==> src/nand_host_pkg.sv <==
// Shared constants and carrier types for the NAND pin-level host controller.
// Assumes a 25 MHz clock and an AXI4-Lite master with 32-bit data.
package nand_host_pkg;

	// ************************************************************
	// Register map and fields
	// ************************************************************
	localparam int AXI_AW = 8;
	localparam logic [AXI_AW-1:0] REG_CTRL = 8'h00;
	localparam logic [AXI_AW-1:0] REG_CMD = 8'h04;
	localparam logic [AXI_AW-1:0] REG_STATUS = 8'h08;
	localparam logic [AXI_AW-1:0] REG_RXDATA = 8'h0c;
	localparam int CTRL_CE_BIT = 0;
	localparam int CTRL_WP_BIT = 1;
	localparam int CTRL_PROT_BIT = 2;
	localparam logic [2:0] CTRL_RESET = 3'h0;
	localparam int CMD_OP_LSB = 8;
	localparam int ST_BUSY_BIT = 0;
	localparam int ST_DONE_BIT = 1;
	localparam int ST_RB_BIT = 2;
	localparam int ST_REFUSED_BIT = 3;
	localparam logic [1:0] RESP_OKAY = 2'h0;
	localparam logic [1:0] RESP_DECERR = 2'h3;

	// ************************************************************
	// Timing
	// ************************************************************
	localparam int CLK_NS = 40;
	localparam int T_SETUP_NS = 40;
	localparam int T_WE_LOW_NS = 50;
	localparam int T_HOLD_NS = 30;
	localparam int T_REA_NS = 40;
	localparam int SYNC_LAT = 3;
	localparam int SETUP_CYC = (T_SETUP_NS + CLK_NS - 1) / CLK_NS;
	localparam int WE_LOW_CYC = (T_WE_LOW_NS + CLK_NS - 1) / CLK_NS;
	localparam int HOLD_CYC = (T_HOLD_NS + CLK_NS - 1) / CLK_NS;
	localparam int RE_LOW_CYC = (T_REA_NS + CLK_NS - 1) / CLK_NS + SYNC_LAT + 1;

	// ************************************************************
	// Types
	// ************************************************************
	typedef enum logic [2:0] {
		OP_CMD = 3'h0,
		OP_ADDR = 3'h1,
		OP_WDATA = 3'h2,
		OP_RDATA = 3'h3,
		OP_WAITRB = 3'h4
	} nand_op_e;

	typedef struct packed {
		logic awvalid;
		logic [AXI_AW-1:0] awaddr;
		logic wvalid;
		logic [31:0] wdata;
		logic [3:0] wstrb;
		logic bready;
		logic arvalid;
		logic [AXI_AW-1:0] araddr;
		logic rready;
	} axil_req_s;

	typedef struct packed {
		logic awready;
		logic wready;
		logic bvalid;
		logic [1:0] bresp;
		logic arready;
		logic rvalid;
		logic [31:0] rdata;
		logic [1:0] rresp;
	} axil_rsp_s;

	typedef struct packed {
		logic ce_n;
		logic cle;
		logic ale;
		logic we_n;
		logic re_n;
		logic wp_n;
		logic prot;
		logic io_oe_n;
		logic [7:0] io_o;
	} nand_pins_s;

endpackage

==> src/nand_host.sv <==
// Host-side controller for an 8-bit multiplexed asynchronous NAND device.
// Assumes software drives it over AXI4-Lite and the device sits on the pins.
`timescale 1ns/1ns

module nand_host (
	input wire logic MCLK,
	input wire logic NRST,
	input wire nand_host_pkg::axil_req_s AXI_REQ,
	output nand_host_pkg::axil_rsp_s AXI_RSP,
	output nand_host_pkg::nand_pins_s NAND_OUT,
	input wire logic [7:0] NAND_IO_I,
	input wire logic NAND_RB_N
);
	import nand_host_pkg::*;

	typedef enum logic [4:0] {
		ST_IDLE = 5'b00001,
		ST_SETUP = 5'b00010,
		ST_LOW = 5'b00100,
		ST_HIGH = 5'b01000,
		ST_WAITRB = 5'b10000
	} state_e;

	initial begin
		if (SETUP_CYC < 1 || WE_LOW_CYC < 1 || HOLD_CYC < 1 || RE_LOW_CYC > 15)
			$error("nand_host: strobe timing does not fit the counter");
	end

	// ************************************************************
	// Pin synchronisers
	// ************************************************************
	logic [8:0] pins_s;
	wire [7:0] io_s = pins_s[7:0];
	wire rb_s = pins_s[8];

	pin_sync #(.WIDTH(9)) u_sync (
		.clk(MCLK),
		.rst_n(NRST),
		.d({NAND_RB_N, NAND_IO_I}),
		.q(pins_s)
	);

	// ************************************************************
	// AXI4-Lite slave
	// ************************************************************
	logic aw_got_r;
	logic w_got_r;
	logic [AXI_AW-1:0] aw_addr_r;
	logic [31:0] w_data_r;
	logic [3:0] w_strb_r;
	logic [2:0] ctrl_r;
	logic done_r;
	logic refused_r;
	logic [7:0] rx_r;
	state_e st_r;
	nand_op_e op_r;
	logic [3:0] cnt_r;
	logic done_set;

	wire commit = aw_got_r && w_got_r && !AXI_RSP.bvalid;
	wire lane0 = w_strb_r[0];
	wire lane1 = w_strb_r[1];
	wire ctrl_wr = commit && aw_addr_r == REG_CTRL && lane0;
	wire cmd_wr = commit && aw_addr_r == REG_CMD && lane0 && lane1;
	wire stat_wr = commit && aw_addr_r == REG_STATUS && lane0;
	wire busy = st_r != ST_IDLE;
	wire cmd_go = cmd_wr && !busy;
	wire cmd_refuse = cmd_wr && busy;
	wire wr_hit = aw_addr_r == REG_CTRL || aw_addr_r == REG_CMD || aw_addr_r == REG_STATUS;
	wire done_clr = stat_wr && w_data_r[ST_DONE_BIT];
	wire refused_clr = stat_wr && w_data_r[ST_REFUSED_BIT];
	wire [2:0] cmd_op = w_data_r[CMD_OP_LSB +: 3];
	wire rd_hit = AXI_REQ.araddr == REG_CTRL || AXI_REQ.araddr == REG_CMD
		|| AXI_REQ.araddr == REG_STATUS || AXI_REQ.araddr == REG_RXDATA;
	wire [31:0] status_word = {28'h0000000, refused_r, rb_s, done_r, busy};
	wire [31:0] rd_word = AXI_REQ.araddr == REG_CTRL ? {29'h00000000, ctrl_r} :
		AXI_REQ.araddr == REG_CMD ? {21'h000000, 3'(op_r), 8'h00} :
		AXI_REQ.araddr == REG_STATUS ? status_word :
		AXI_REQ.araddr == REG_RXDATA ? {24'h000000, rx_r} : 32'h00000000;

	always_ff @(posedge MCLK or negedge NRST) begin
		if (!NRST) begin
			AXI_RSP <= '0;
			aw_got_r <= 1'b0;
			w_got_r <= 1'b0;
			aw_addr_r <= '0;
			w_data_r <= '0;
			w_strb_r <= '0;
		end else begin
			if (AXI_RSP.awready && AXI_REQ.awvalid) begin
				AXI_RSP.awready <= 1'b0;
				aw_got_r <= 1'b1;
				aw_addr_r <= AXI_REQ.awaddr;
			end else if (!aw_got_r && !AXI_RSP.bvalid) begin
				AXI_RSP.awready <= 1'b1;
			end
			if (AXI_RSP.wready && AXI_REQ.wvalid) begin
				AXI_RSP.wready <= 1'b0;
				w_got_r <= 1'b1;
				w_data_r <= AXI_REQ.wdata;
				w_strb_r <= AXI_REQ.wstrb;
			end else if (!w_got_r && !AXI_RSP.bvalid) begin
				AXI_RSP.wready <= 1'b1;
			end
			if (commit) begin
				AXI_RSP.bvalid <= 1'b1;
				AXI_RSP.bresp <= wr_hit ? RESP_OKAY : RESP_DECERR;
			end else if (AXI_RSP.bvalid && AXI_REQ.bready) begin
				AXI_RSP.bvalid <= 1'b0;
				aw_got_r <= 1'b0;
				w_got_r <= 1'b0;
			end
			if (AXI_RSP.arready && AXI_REQ.arvalid) begin
				AXI_RSP.arready <= 1'b0;
				AXI_RSP.rvalid <= 1'b1;
				AXI_RSP.rdata <= rd_word;
				AXI_RSP.rresp <= rd_hit ? RESP_OKAY : RESP_DECERR;
			end else if (AXI_RSP.rvalid && AXI_REQ.rready) begin
				AXI_RSP.rvalid <= 1'b0;
			end else if (!AXI_RSP.rvalid) begin
				AXI_RSP.arready <= 1'b1;
			end
		end
	end

	// ************************************************************
	// Control and status flags
	// ************************************************************
	// WP held low from reset until software releases it
	always_ff @(posedge MCLK or negedge NRST) begin
		if (!NRST) begin
			ctrl_r <= CTRL_RESET;
			done_r <= 1'b0;
			refused_r <= 1'b0;
		end else begin
			if (ctrl_wr)
				ctrl_r <= w_data_r[2:0];
			// A new event beats a clear in the same cycle
			done_r <= done_set | (done_r & ~done_clr);
			refused_r <= cmd_refuse | (refused_r & ~refused_clr);
		end
	end

	// ************************************************************
	// Pin sequencer
	// ************************************************************
	always_ff @(posedge MCLK or negedge NRST) begin
		if (!NRST) begin
			st_r <= ST_IDLE;
			op_r <= OP_CMD;
			cnt_r <= '0;
			rx_r <= '0;
			done_set <= 1'b0;
			NAND_OUT <= '{ce_n: 1'b1, cle: 1'b0, ale: 1'b0, we_n: 1'b1, re_n: 1'b1,
				wp_n: 1'b0, prot: 1'b0, io_oe_n: 1'b1, io_o: 8'h00};
		end else begin
			done_set <= 1'b0;
			NAND_OUT.ce_n <= !ctrl_r[CTRL_CE_BIT];
			NAND_OUT.wp_n <= ctrl_r[CTRL_WP_BIT];
			NAND_OUT.prot <= ctrl_r[CTRL_PROT_BIT];
			case (st_r)
				ST_IDLE: begin
					if (cmd_go) begin
						op_r <= nand_op_e'(cmd_op);
						if (cmd_op == OP_WAITRB) begin
							st_r <= ST_WAITRB;
						end else if (cmd_op == OP_RDATA) begin
							// Bus stays released so only the device drives it
							NAND_OUT.re_n <= 1'b0;
							cnt_r <= 4'(RE_LOW_CYC);
							st_r <= ST_LOW;
						end else begin
							NAND_OUT.cle <= cmd_op == OP_CMD;
							NAND_OUT.ale <= cmd_op == OP_ADDR;
							NAND_OUT.io_o <= w_data_r[7:0];
							NAND_OUT.io_oe_n <= 1'b0;
							cnt_r <= 4'(SETUP_CYC);
							st_r <= ST_SETUP;
						end
					end
				end
				ST_SETUP: begin
					if (cnt_r == 4'h1) begin
						NAND_OUT.we_n <= 1'b0;
						cnt_r <= 4'(WE_LOW_CYC);
						st_r <= ST_LOW;
					end else begin
						cnt_r <= cnt_r - 4'h1;
					end
				end
				ST_LOW: begin
					if (cnt_r == 4'h1) begin
						if (op_r == OP_RDATA) begin
							// Low time covers access delay plus synchroniser
							rx_r <= io_s;
							NAND_OUT.re_n <= 1'b1;
						end else begin
							NAND_OUT.we_n <= 1'b1;
						end
						cnt_r <= 4'(HOLD_CYC);
						st_r <= ST_HIGH;
					end else begin
						cnt_r <= cnt_r - 4'h1;
					end
				end
				ST_HIGH: begin
					if (cnt_r == 4'h1) begin
						NAND_OUT.cle <= 1'b0;
						NAND_OUT.ale <= 1'b0;
						NAND_OUT.io_oe_n <= 1'b1;
						done_set <= 1'b1;
						st_r <= ST_IDLE;
					end else begin
						cnt_r <= cnt_r - 4'h1;
					end
				end
				ST_WAITRB: begin
					if (rb_s) begin
						done_set <= 1'b1;
						st_r <= ST_IDLE;
					end
				end
				default: st_r <= ST_IDLE;
			endcase
		end
	end
endmodule

==> src/pin_sync.sv <==
// Three-stage synchroniser for pins arriving from outside the clock domain.
// Assumes each bit is independent; output changes once stages two and three agree.
`timescale 1ns/1ns
module pin_sync #(
	parameter int WIDTH = 1
) (
	input wire logic clk,
	input wire logic rst_n,
	input wire logic [WIDTH-1:0] d,
	output logic [WIDTH-1:0] q
);
	logic [WIDTH-1:0] s1_r;
	logic [WIDTH-1:0] s2_r;
	logic [WIDTH-1:0] s3_r;

	initial begin
		if (WIDTH < 1) $error("pin_sync: WIDTH must be at least 1");
	end

	always_ff @(posedge clk or negedge rst_n) begin
		if (!rst_n) begin
			s1_r <= '0;
			s2_r <= '0;
			s3_r <= '0;
			q <= '0;
		end else begin
			s1_r <= d;
			s2_r <= s1_r;
			s3_r <= s2_r;
			// Hold the old value while the last two stages disagree
			q <= (s2_r & s3_r) | (q & (s2_r ^ s3_r));
		end
	end
endmodule
==> config.mk <==
export PLATFORM = sky130hd
export DESIGN_NAME = nand_host
export DESIGN_NICKNAME = d
export VERILOG_FILES = /design/src/nand_host_pkg.sv /design/src/nand_host.sv /design/src/pin_sync.sv
export SDC_FILE = /design/constraint.sdc
export NUM_CORES = 1
export LEC_CHECK = 0
export ABC_AREA = 1
export BUFFER_PORTS_ARGS = -buffer_cell sky130_fd_sc_hd__clkbuf_2
export CAP_MARGIN = 40
export CELL_PAD_IN_SITES_DETAIL_PLACEMENT = 2
export CELL_PAD_IN_SITES_GLOBAL_PLACEMENT = 2
export CORE_MARGIN = 2
export CORE_UTILIZATION = 35
export CTS_CLUSTER_DIAMETER = 80
export DETAILED_ROUTE_END_ITERATION = 10
export PLACE_DENSITY_LB_ADDON = 0.1
export SKIP_CTS_REPAIR_TIMING = 1
export SLEW_MARGIN = 25
export SYNTH_ARGS = -nofsm -noshare
export SYNTH_HDL_FRONTEND = slang
export SYNTH_SLANG_ARGS = --single-unit
==> constraint.sdc <==
create_clock -name MCLK -period 2.9 [get_ports MCLK]
set_input_delay 0.145 -clock MCLK [delete_from_list [all_inputs] [get_ports MCLK]]
set_output_delay 0.145 -clock MCLK [all_outputs]
set_load 0.01 [all_outputs]
* After elaboration in Yosys (flattened, before gate mapping) *
Index checks and enable logic that the tools add are counted.

storage, ports and cells
  register bits after elaboration = 142
  input port bits = 68
  output and inout bits = 57
  logic and storage cells = 185

cells by class
  add/sub/neg operators = 1
  eq/ne operators = 29
  muxes and demuxes = 59
  bitwise gates (word level) = 12
  reductions and logical operators = 50

operator list
  cell                                                 number
  2-to-1 mux 5 bit                                     6
  2-to-1 mux 9 bit                                     3
  case mux 5 bit (5 select lines)                      1
  equality test 8 x 4 -> 1 bit, second input constant  3
  2-to-1 mux 1 bit                                     24
  2-to-1 mux 11 bit                                    2
  != test 2 bit, second input constant                 11
  logical AND 1 bit                                    20
  2-to-1 mux 4 bit                                     5
  AND 9 bit                                            2
  equality test 8 x 3 -> 1 bit, second input constant  2
  logical NOT 8 bit                                    2
  2-to-1 mux 2 bit                                     8
  2-to-1 mux 8 bit                                     2
  case mux 4 bit (4 select lines)                      1
  nonzero test 2 bit                                   7
  AND reduction 4 bit                                  3
  AND reduction 5 bit                                  2
  bitwise OR 9 bit                                     1
  XOR 9 bit                                            1
  case mux 1 bit (2 select lines)                      4
  equality test 3 x 2 -> 1 bit, second input constant  2
  2-to-1 mux 3 bit                                     2
  AND reduction 6 bit                                  1
  21 further kinds                                     36

* Depth between registers and ports, before layout *
Gate-level depths: netlist (run 1).

  depth after elaboration = 8
  mapped depth = 10
  gate-level depth less buffers = 10

* Modules after synthesis *
Synthesis (run 1) repeated with hierarchy kept, for this count alone.

unflattened totals
  cells, all modules = 535
  area total of the unflattened synthesis = 5,136.2 um^2

by module, submodules not included
  module     times used  cells an instance  area each (um^2)  sequential area each (um^2)
  nand_host  1           463                4,021.4           2,083.2
  pin_sync   1           72                 1,114.8           900.9

* Worst setup path before layout (run 1) *
Ideal clock, no wire load.

  path type = reg-to-reg
  start point = register st_r[0]
  end point = register NAND_OUT[0] in the netlist's numbering
  setup time = 0.117 ns
  arrival = 1.298 ns
  required time = 2.783 ns
  slack = 1.486 ns
  cell stages (with the launch flop) = 10
  path buffers = 0
  clock period less this slack = 1.414 ns
  path through = dfstp_2 -> inv_1 -> nor2_2 -> inv_2 -> nor2_8 -> nand2_4 -> nor2_2 -> nand2_2 -> nand2_1 -> nand2_1

between the ends
  cells in the longest elaborated chain, start to end = 4
  elaborated cells on any way between the ends = 5
  those cells by class = eq/ne (2); reduce/logical (3)

ends and longest elaborated chain
  what                               RTL line          text
  start, declared                    nand_host.sv:55   state_e st_r;
  start signal, assigned             nand_host.sv:149  st_r <= ST_IDLE;
  start signal, assigned             nand_host.sv:166  st_r <= ST_WAITRB;
  start signal, assigned             nand_host.sv:171  st_r <= ST_LOW;
  != test 5 x 1 -> 1 bit             nand_host.sv:66   wire busy = st_r != ST_IDLE;
  logical NOT 1 bit                  nand_host.sv:67   wire cmd_go = cmd_wr && !busy;
  logical AND 1 bit                  nand_host.sv:67
  AND reduction 4 bit (no line) (*)  --
  end signal, assigned               nand_host.sv:154  NAND_OUT <= '{ce_n: 1'b1, cle: 1'b0, ale: 1'b0, we_n: 1'b1, re_n: 1'b1,
  end, declared                      nand_host.sv:10   output nand_host_pkg::nand_pins_s NAND_OUT,

Mark *: on every way between the ends. The rest lies on a longest branch, timed or not.
A chain may end at the register's enable or synchronous reset.

* Worst setup path after layout (run 1) *
  start point = register cnt_r[1]
  end point = register cnt_r[2]

between the ends
  cells in the longest elaborated chain, start to end = 3
  elaborated cells on any way between the ends = 8
  those cells by class = add/sub (1); eq/ne (2); mux (4); reduce/logical (1)

ends and longest elaborated chain
  what                                                                              RTL line          text
  start, declared                                                                   nand_host.sv:57   logic [3:0] cnt_r;
  start signal, assigned                                                            nand_host.sv:170  cnt_r <= 4'(RE_LOW_CYC);
  start signal, assigned                                                            nand_host.sv:177  cnt_r <= 4'(SETUP_CYC);
  start signal, assigned                                                            nand_host.sv:185  cnt_r <= 4'(WE_LOW_CYC);
  subtractor 4 x 1 -> 4 bit / equality test 4 x 1 -> 1 bit (equally long branches)  --
  2-to-1 mux 4 bit (tied with other cells)                                          nand_host.sv:207  if (cnt_r == 4'h1) begin
  case mux 4 bit (4 select lines) / AND reduction 4 bit (equally long branches)     --

Several ways; a longest one is shown, not always the timed one. The select of a mux whose other input is x is not followed.

==> impl_metrics.csv, run 1 <==
group,metric,value,unit
cells_and_area,final_net_count,706,
worst_setup_path,cp-start-kind,"flip-flop",
die,start_util,36.2,%
cells_and_area,drive_gt1_share,25.2,%
global_routing,antenna_found_initial,0,
place,dp_hpwl,9.52,mm
die,boundaryPins,125,
worst_setup_path,critPathRequiredTime,3190,ps
worst_setup_path,crit_type,"flip-flop to flip-flop",
drt,dr.pass1.iters,4,
cts,cts_tree,"done",
pwr,p_leak,3.39,nW
place,gp_congestion,0.787,
yosys,synth-seq-area-share,59.0,%
drt,vias,3904,
pwr,intPower,3.83,mW
die,coreArea,14000,um^2
sta,hold_viol,2,
sta,fin_hold_ws,-7.01,ps
pwr,pwr-share-clk,38.5,%
cells_and_area,num_antenna_cells,0,
cts,clk_latency,410,ps
cells_and_area,area_growth,28.0,%
cells_and_area,fillCellCount,1504,
drt,ant_nets,0,
sta,finalCriticalPeriod,1900,ps
pwr,swShare,31.9,%
min_path,holdPathStages,3,
cts,htree_levels,4,
min_path,min-delay-path-class,"input pin to flip-flop",
sta,worst_slew_pin_slew,699,ps
pwr,powerDensity,868,nW/um^2
drt,wl,13.9,mm
sta,rsz0062_at_grt,"false",
worst_setup_path,cp_max_fo,13,
yosys,synthCells,506,
cts,cts_root_buf,"clkbuf_16",
cts,clk_pin_slew_worst_paths,50,ps
sta,fmax,526,MHz
global_routing,grt_pass1_vias,4392,
sta,tns,0,ps
sta,setup_viol,0,
yosys,yosysWarnings,0,
drt,drc,0,
cells_and_area,final_common_cell,"nand2_1",
place,numPortBuffers,80,
die,dieArea,15400,um^2
drt,drt_iter0_markers,114,
place,placed_cells,760,
drt,routedWlPerCell,16.9,um
pwr,p_switching,1.79,mW
worst_setup_path,critPathCaptureType,"flip-flop",
yosys,ys_seq_elements,119,
cts,clockBufferDepth,2,
cts,cts.sinks,119,
pwr,p_comb_share,22.0,%
cells_and_area,layout_common_cells,"nand2_1, dfrtp_1, clkbuf_2",
die,die_w,124,um
die,die_h,124,um
pwr,ir_drop,0.447,mV
sta,layout_worst_path_cycle_share,65.6,%
yosys,syn_avg_cell_area,10.0,um^2
sta,fin_worst_skew,6.93,ps
global_routing,grt-ovfl-total,0,
worst_setup_path,arrival,2200,ps
sta,drv_slew,0,
yosys,synth.distinct_cells,35,
run_status,violations,"hold timing",
cts,numCtsBuffers,17,
drt,viasPerCell,4.76,
global_routing,grt_max_degree,52,
die,num_rows,43,
yosys,syn_area,5060,um^2
run_status,status,"finished with violations",
flow_run,max-cap-violations,0,
worst_setup_path,reg2regPathDepth,9,
cells_and_area,layout.cells.non_filler,820,
global_routing,grt_use_total,19.0,%
sta,relSlewSlack,53.3,%
global_routing,grt_pass1_wl,23.2,mm
pwr,seqPwrFrac,39.5,%
-- logic make-up (layout without fill, tap and decap cells) --
family / after synthesis / in the layout / synth area share [%]
simple gates: 250 / 250 / 22.3
flops: 119 / 119 / 59.0
buf+inv: 67 / 181 / 6.95
compound gates: 39 / 39 / 4.87
mux: 17 / 17 / 3.78
fa+ha+maj: 11 / 11 / 2.72
xor+xnor: 2 / 2 / 0.346
other cells: 1 / 21 / 0.0741
-- power by group through the flow --
stage | Clock [mW] | Combinational (mW) | Sequential, mW
floorplan | 0 | 0.835 | 2.20
global placement | 0 | 1.15 | 2.22
detailed placement | 0 | 1.21 | 2.24
CTS | 2.22 | 1.24 | 2.22
global route | 2.30 | 1.41 | 2.27
finish | 2.16 | 1.24 | 2.22
-- flip-flops by register name, indices dropped and copies added, names as in the netlist, 2 cells and up --
signal,flops
aw_addr_r,8
u_sync.q,9
op_r,3
cnt_r,4
AXI_RSP,18
ctrl_r,3
u_sync.s1_r,9
NAND_OUT,16
w_strb_r,2
u_sync.s2_r,9
st_r,5
rx_r,8
u_sync.s3_r,9
w_data_r,11
-- per-stage QoR --
| step | power (mW) | hold WS (ps) | area [um^2] | util, % | setup WS [ps] |
|---|---|---|---|---|---|
| 3_3_place_gp | 3.37 | 206 | 5590 | 40.0 | 1120 |
| 4_1_cts | 5.69 | -228 | 6200 | 44.3 | 959 |
| 6_report | 5.62 | -7.01 | 6480 | 46.3 | 998 |
| 5_1_grt | 5.97 | -8.76 | 6480 | 46.3 | 765 |
| 2_1_floorplan | 3.04 | -151 | 5140 | - | 1490 |
| 3_5_place_dp | 3.45 | 213 | 5590 | 40.0 | 1010 |
-- worst max-delay path, stage by stage, from the launching register on --
cell     delay, ps
dfrtp_1        400
inv_1          100
ha_1           160
nand2_1        190
inv_1          470
nand2_1        170
nand3_1        130
nand2_1         60
nand2_1         70
nand2_1         50
-- Yosys cell counts --
master	instances	area share, %
a21o_1	10	1.5
a21oi_1	10	0.99
a21oi_2	1	0.17
a22o_1	5	0.87
a31oi_1	1	0.12
buf_2	2	0.20
buf_4	24	3.6
buf_6	1	0.22
clkbuf_1	2	0.15
clkinv_1	1	0.074
conb_1	1	0.074
dfrtp_1	114	56
dfstp_2	5	2.6
ha_1	11	2.7
inv_1	35	2.6
inv_2	2	0.15
mux2_2	17	3.8
nand2_1	136	10
nand2_2	3	0.37
nand2_4	2	0.44
nand3_1	49	4.8
nand3_2	3	0.59
nand3b_1	1	0.15
nand4_1	1	0.12
nand4_2	1	0.25
nor2_1	35	2.6
nor2_2	10	1.2
nor2_4	3	0.67
nor2_8	1	0.40
nor3_1	3	0.30
nor4_1	2	0.25
o211ai_1	1	0.15
o21ai_0	11	1.1
xnor2_1	1	0.17
xor2_1	1	0.17
-- layout make-up --
type                       instances  area [um^2]  share of cell area (%)
clock buffer                      21          460                    7.11
clock inverter                    11          146                    2.26
inverter                          38          143                    2.20
multi-input combinational        340         1800                    27.8
sequential                       119         2980                    46.1
tap                              180          225                    3.48
timing repair buffer             111          718                    11.1
-- routing by layer --
layer	GRT usage, %	wire length [um]	vias up
met2	33.9	7410	79
met4	5.62	176	0
met3	5.37	421	14
met1	22.3	5880	1974
li1	-	-	1837
met5	0	0	-
-- final timing paths --
kind                                       endpoint                startpoint  slack, ps
setup / recovery               cnt_r[2]$_DFFE_PN0P_      cnt_r[1]$_DFFE_PN0P_       1000
hold / removal              w_strb_r[0]$_DFFE_PN0P_               AXI_REQ[11]         -7
setup reg to reg               cnt_r[2]$_DFFE_PN0P_      cnt_r[1]$_DFFE_PN0P_       1000
hold reg to reg            u_sync.s2_r[2]$_DFF_PN0_  u_sync.s1_r[2]$_DFF_PN0_        350
max in group asynchronous   NAND_OUT[8]$_DFFE_PN1P_                      NRST       1710
min in group asynchronous  u_sync.s1_r[4]$_DFF_PN0_                      NRST        310
No activity file was read; power rests on OpenSTA's default activity.
==> inputs of run 2 (changes only) <==
- CORE_UTILIZATION: 35 -> 33
- clock period: 2.9 -> 1.95 ns (I/O delays scaled with it)
==> run 2 against run 1 <==
Against the previous run: the flow still finishes with violations (hold timing); critical path depth unchanged; sequential share of layout area down 1.2 points; critical endpoint is now cnt_r[0]$_DFFE_PN0P_; final area up 2.7%; fmax up 12%; utilization down 2.2 points; routed wire length down 4.5%; clock power up 61%; combinational power up 54%; non-clock buffer count up 12; clock skew up 3.9 ps; global-route usage down 1.8 points.
==> impl_metrics.csv, run 2 (synthesized netlist as in run 1, its figures left out) <==
group,metric,value,unit
sta,layout_worst_path_cycle_share,87.1,%
run_status,violations,"hold timing",
global_routing,grt_pass1_wl,21.7,mm
run_status,status,"finished with violations",
worst_setup_path,reg2regPathDepth,9,
place,placed_cell_area,5670,um^2
pwr,intPower,5.99,mW
pwr,p_switching,2.69,mW
drt,drc,0,
worst_setup_path,worstSetupStartpoint,"aw_addr_r[5]$_DFFE_PN0P_",
global_routing,grt_use_total,17.2,%
die,start_util,33.5,%
worst_setup_path,cpMaxStageDelayCell,"dfrtp_1",
die,coreArea,15100,um^2
worst_setup_path,reg2reg_slack,250,ps
sta,fin_hold_ws,-31.4,ps
sta,worst_slew_pin_slew,530,ps
drt,viasPerCell,4.70,
sta,drv_slew,0,
worst_setup_path,reg2reg_to,"cnt_r[0]$_DFFE_PN0P_",
drt,wl,13.3,mm
cts,htree_levels,4,
pwr,swShare,31.0,%
global_routing,antenna_found_initial,0,
cells_and_area,multiInputGateArea,1800,um^2
pwr,ir_drop,0.831,mV
worst_setup_path,cp-start-kind,"flip-flop",
worst_setup_path,cp_max_fo,5,
pwr,p_comb_share,22.0,%
sta,fin_worst_skew,10.8,ps
flow_run,max-cap-violations,0,
cells_and_area,final_net_count,718,
sta,hold_viol,1,
cells_and_area,drive_gt1_share,26.0,%
worst_setup_path,cp-endpoint,"cnt_r[0]$_DFFE_PN0P_",
cells_and_area,num_antenna_cells,0,
cells_and_area,layout_common_cells,"nand2_1, dfrtp_1, clkbuf_2",
drt,dr.pass1.iters,4,
pwr,pwr-share-clk,40.1,%
drt,ant_nets,0,
cells_and_area,largest_reg_flops,18,
cells_and_area,top_regs,"AXI_RSP x18, NAND_OUT x16, w_data_r x11",
global_routing,grt_pass1_vias,4368,
worst_setup_path,critPathRequiredTime,2300,ps
cells_and_area,top_register,"AXI_RSP",
cells_and_area,fillCellCount,1645,
sta,rsz0062_at_grt,"false",
worst_setup_path,critPathCaptureType,"flip-flop",
worst_setup_path,arrival,2050,ps
cells_and_area,final_area,6650,um^2
sta,fmax,589,MHz
worst_setup_path,path_cells,"nor2_1, nand2_2, nor2_4, nand2_1, nand2_1, nand2_1, nor2_2, nand2_1, nand2_1",
pwr,powerDensity,1300,nW/um^2
cts,clockBufferDepth,2,
drt,routedWlPerCell,15.8,um
drt,vias,3946,
place,dp_hpwl,9.43,mm
global_routing,grt_max_degree,47,
place,numPortBuffers,80,
worst_setup_path,r2r_start,"aw_addr_r[5]$_DFFE_PN0P_",
place,gp_congestion,0.772,
cells_and_area,final_common_cell,"nand2_1",
global_routing,grt-ovfl-total,0,
cts,clk_pin_slew_worst_paths,60,ps
sta,finalCriticalPeriod,1700,ps
min_path,min_from,"AXI_REQ[24]",
sta,tns,0,ps
sta,relSlewSlack,64.4,%
pwr,seqPwrFrac,37.9,%
cells_and_area,area_growth,31.5,%
min_path,min-delay-path-class,"input pin to flip-flop",
sta,setup_viol,0,
cts,cts.sinks,119,
die,num_rows,45,
cells_and_area,post-route-util,44.1,%
drt,drt_iter0_markers,120,
worst_setup_path,crit_top_cell,"nand2_1",
die,die_h,128,um
cts,numCtsBuffers,17,
worst_setup_path,crit_type,"flip-flop to flip-flop",
cts,cts_root_buf,"clkbuf_16",
die,die_w,128,um
cts,clk_latency,420,ps
die,dieArea,16300,um^2
cells_and_area,seq_area,2980,um^2
worst_setup_path,max_stage_delay,390,ps
cts,cts_tree,"done",
die,boundaryPins,125,
pwr,p_leak,3.47,nW
run 2: cell count changes in the layout (fill, tap and decap cells not counted), moves of 2 or more:
cell,delta
buf_4,+6
clkinv_2,-3
clkinv_4,+4
clkbuf_1,-2
bufinv_16,+2
dlygate4sd3_1,+5
run 2: worst min-delay path by stage:
stage | endpoint | cells after the start | slack [ps]
3_3_place_gp | u_sync.s3_r[0]$_DFF_PN0_ | 1 | 90
4_1_cts | u_sync.s3_r[0]$_DFF_PN0_ | 1 | -360
6_report | w_data_r[9]$_DFFE_PN0P_ | 3 | -30
5_1_grt | w_data_r[9]$_DFFE_PN0P_ | 3 | 10
2_1_floorplan | AXI_RSP[0]$_DFFE_PN0P_ | 0 | -200
3_5_place_dp | u_sync.s3_r[0]$_DFF_PN0_ | 1 | 90
run 2: final cells by class:
class / instances / area share, %
clock buffers: 18 / 6.60
repair buffers: 123 / 12.5
clock inverters: 13 / 3.29
inverters: 38 / 2.14
multi-input cells: 340 / 27.1
flip-flops and latches: 119 / 44.8
well taps: 188 / 3.54
run 2: critical path, delay by kind of cell (launching register included):
family           cells  cell delay (ps)
DFF                  1              390
and+or+nand+nor      9             1230
run 2: per-stage QoR:
step	std cells	setup WS [ps]	total power [mW]	hold WS (ps)
after CTS	806	215	8.77	-358
after floorplan	526	536	4.52	-198
after detailed placement	775	264	5.20	95.0
after global placement	775	311	5.10	88.0
final	839	251	8.68	-31.4
after global routing	839	85.8	9.22	12.5
run 2: power by group through the flow:
stage          Clock, mW  Sequential (mW)  Combinational [mW]
2_1_floorplan          0             3.28                1.24
3_3_place_gp           0             3.31                1.79
3_5_place_dp           0             3.34                1.86
4_1_cts             3.58             3.30                1.89
5_1_grt             3.68             3.36                2.18
6_report            3.48             3.29                1.91
run 2: layer usage:
metal  track usage, %  part of all wire [%]
met5                0                     0
met4             5.62                   1.2
met3             5.18                   3.6
met2             29.8                    54
met1             20.5                    42
==> inputs of run 3 (changes only) <==
- CORE_ASPECT_RATIO: unset -> 1.75
==> run 3 against run 2 <==
Against the previous run: the flow now finishes without violations; highest routed layer unchanged; cell count shrank 0.48%; setup slack got worse by 12 ps; final area down 1.4%; clock power is 14% lower.
==> impl_metrics.csv, run 3 (synthesized netlist as in run 1, its figures left out) <==
group,metric,value,unit
worst_setup_path,critPathRequiredTime,2250,ps
sta,hold_viol,0,
worst_setup_path,critPathBufInv,2,
die,coreArea,14900,um^2
sta,worst_slew_pin_slew,603,ps
cells_and_area,top_register,"AXI_RSP",
cts,cts.sinks,119,
pwr,powerDensity,1250,nW/um^2
cts,htree_levels,4,
drt,drc,0,
sta,drv_slew,0,
global_routing,grt_max_degree,40,
flow_run,max-cap-violations,0,
drt,wl,13.8,mm
place,dp_hpwl,10.3,mm
cts,clk_latency,410,ps
pwr,pwr-share-clk,36.7,%
global_routing,grt_use_total,17.4,%
cts,clk_pin_slew_worst_paths,60,ps
cells_and_area,drive_gt1_share,26.1,%
die,die_h,168,um
cells_and_area,largest_reg_flops,18,
sta,setup_viol,0,
die,start_util,33.9,%
worst_setup_path,crit_family,"simple AND/OR/NAND/NOR gates",
worst_setup_path,cp_max_fo,9,
cells_and_area,top_regs,"AXI_RSP x18, NAND_OUT x16, w_data_r x11",
cts,clockBufferDepth,2,
drt,routedWlPerCell,16.6,um
sta,relSlewSlack,59.7,%
worst_setup_path,cpMaxStageDelayCell,"dfstp_2",
pwr,ir_drop,0.517,mV
sta,finalCriticalPeriod,1710,ps
worst_setup_path,critPathCaptureType,"flip-flop",
sta,fin_hold_ws,21.9,ps
drt,viasPerCell,4.69,
worst_setup_path,arrival,2010,ps
sta,rsz0062_at_grt,"false",
die,boundaryPins,125,
sta,tns,0,ps
worst_setup_path,cp-start-kind,"flip-flop",
die,num_rows,59,
worst_setup_path,max_stage_delay,550,ps
place,gp_congestion,0.790,
cells_and_area,num_antenna_cells,0,
sta,fmax,585,MHz
cts,cts_tree,"done",
drt,drt_iter0_markers,76,
global_routing,antenna_found_initial,0,
pwr,p_switching,2.74,mW
global_routing,grt_pass1_vias,4417,
pwr,swShare,33.4,%
cts,cts_root_buf,"clkbuf_16",
global_routing,grt-ovfl-total,0,
run_status,status,"complete, no violations",
place,placed_cells,770,
sta,fin_worst_skew,8.72,ps
cts,numCtsBuffers,17,
cells_and_area,layout_common_cells,"nand2_1, dfrtp_1, clkbuf_2",
die,die_w,97.6,um
pwr,power,8.20,mW
pwr,p_comb_share,23.0,%
cells_and_area,final_net_count,718,
drt,dr.pass1.iters,4,
pwr,seqPwrFrac,40.3,%
cells_and_area,layout.cells.non_filler,835,
min_path,min-delay-path-class,"input pin to flip-flop",
worst_setup_path,path_cells,"inv_1, nor2_2, inv_2, nor2_8, nand2_4, nor2_2, nand2_2, nand2_1, nand2_1",
drt,ant_nets,0,
global_routing,grt_pass1_wl,22.5,mm
drt,vias,3920,
worst_setup_path,crit_type,"flip-flop to flip-flop",
pwr,p_leak,3.42,nW
cells_and_area,final_common_cell,"nand2_1",
die,dieArea,16400,um^2
pwr,intPower,5.46,mW
sta,layout_worst_path_cycle_share,87.7,%
place,numPortBuffers,80,
cells_and_area,area_growth,29.6,%
-- run 3: changes by cell type in the layout (fill, tap and decap cells not counted), sizes merged --
cell | before | now
clkbuf | 97 | 96
inv | 39 | 43
bufinv | 5 | 1
clkinvlp | 1 | 3
-- run 3: power by group through the flow --
stage	logic (mW)	registers, mW	clock network [mW]
2_1_floorplan	1.24	3.28	0
3_3_place_gp	1.77	3.30	0
3_5_place_dp	1.85	3.34	0
4_1_cts	1.87	3.30	3.09
5_1_grt	2.13	3.37	3.19
6_report	1.89	3.30	3.01
-- run 3: worst paths after layout --
path / start / end / slack, ps / cells after the start
max in group asynchronous: NRST / st_r[0]$_DFFE_PN1P_ / 1070 / 3
min in group asynchronous: NRST / u_sync.s2_r[5]$_DFF_PN0_ / 190 / 2
max reg2reg: st_r[0]$_DFFE_PN1P_ / NAND_OUT[5]$_DFFE_PN0P_ / 240 / 9
max: st_r[0]$_DFFE_PN1P_ / NAND_OUT[5]$_DFFE_PN0P_ / 240 / 9
min: AXI_REQ[4] / AXI_RSP[11]$_DFFE_PN0P_ / 20 / 4
min reg2reg: u_sync.s1_r[7]$_DFF_PN0_ / u_sync.s2_r[7]$_DFF_PN0_ / 350 / 0
-- run 3: through the flow --
stage	util (%)	setup slack, ps	cell area (um^2)
3_3_place_gp	38.0	295	5660
4_1_cts	41.8	189	6230
6_report	44.0	239	6560
3_5_place_dp	38.0	229	5660
5_1_grt	44.0	56.4	6560
2_1_floorplan	-	536	5140
-- run 3: final cells by class --
type	instances	area, um^2
fillers	1647	8350
flip-flops and latches	119	2980
multi-input cells	340	1800
repair buffers	123	833
clock buffers	17	425
well taps	183	229
clock inverters	15	144
inverters	38	143
-- run 3: worst reg2reg max path, cell delays in order, from the launching register on --
cell and delay (ps):
dfstp_2 550, inv_1 70, nor2_2 110, inv_2 70, nor2_8 160, nand2_4 60
nor2_2 210, nand2_2 180, nand2_1 120, nand2_1 60
-- run 3: metal layers --
metal	up-vias	GRT usage, %	wire [um]
met1	1969	17.7	4990
met2	81	34.4	8240
met4	0	5.43	151
met3	9	4.23	465
li1	1861	-	-
met5	-	0	0
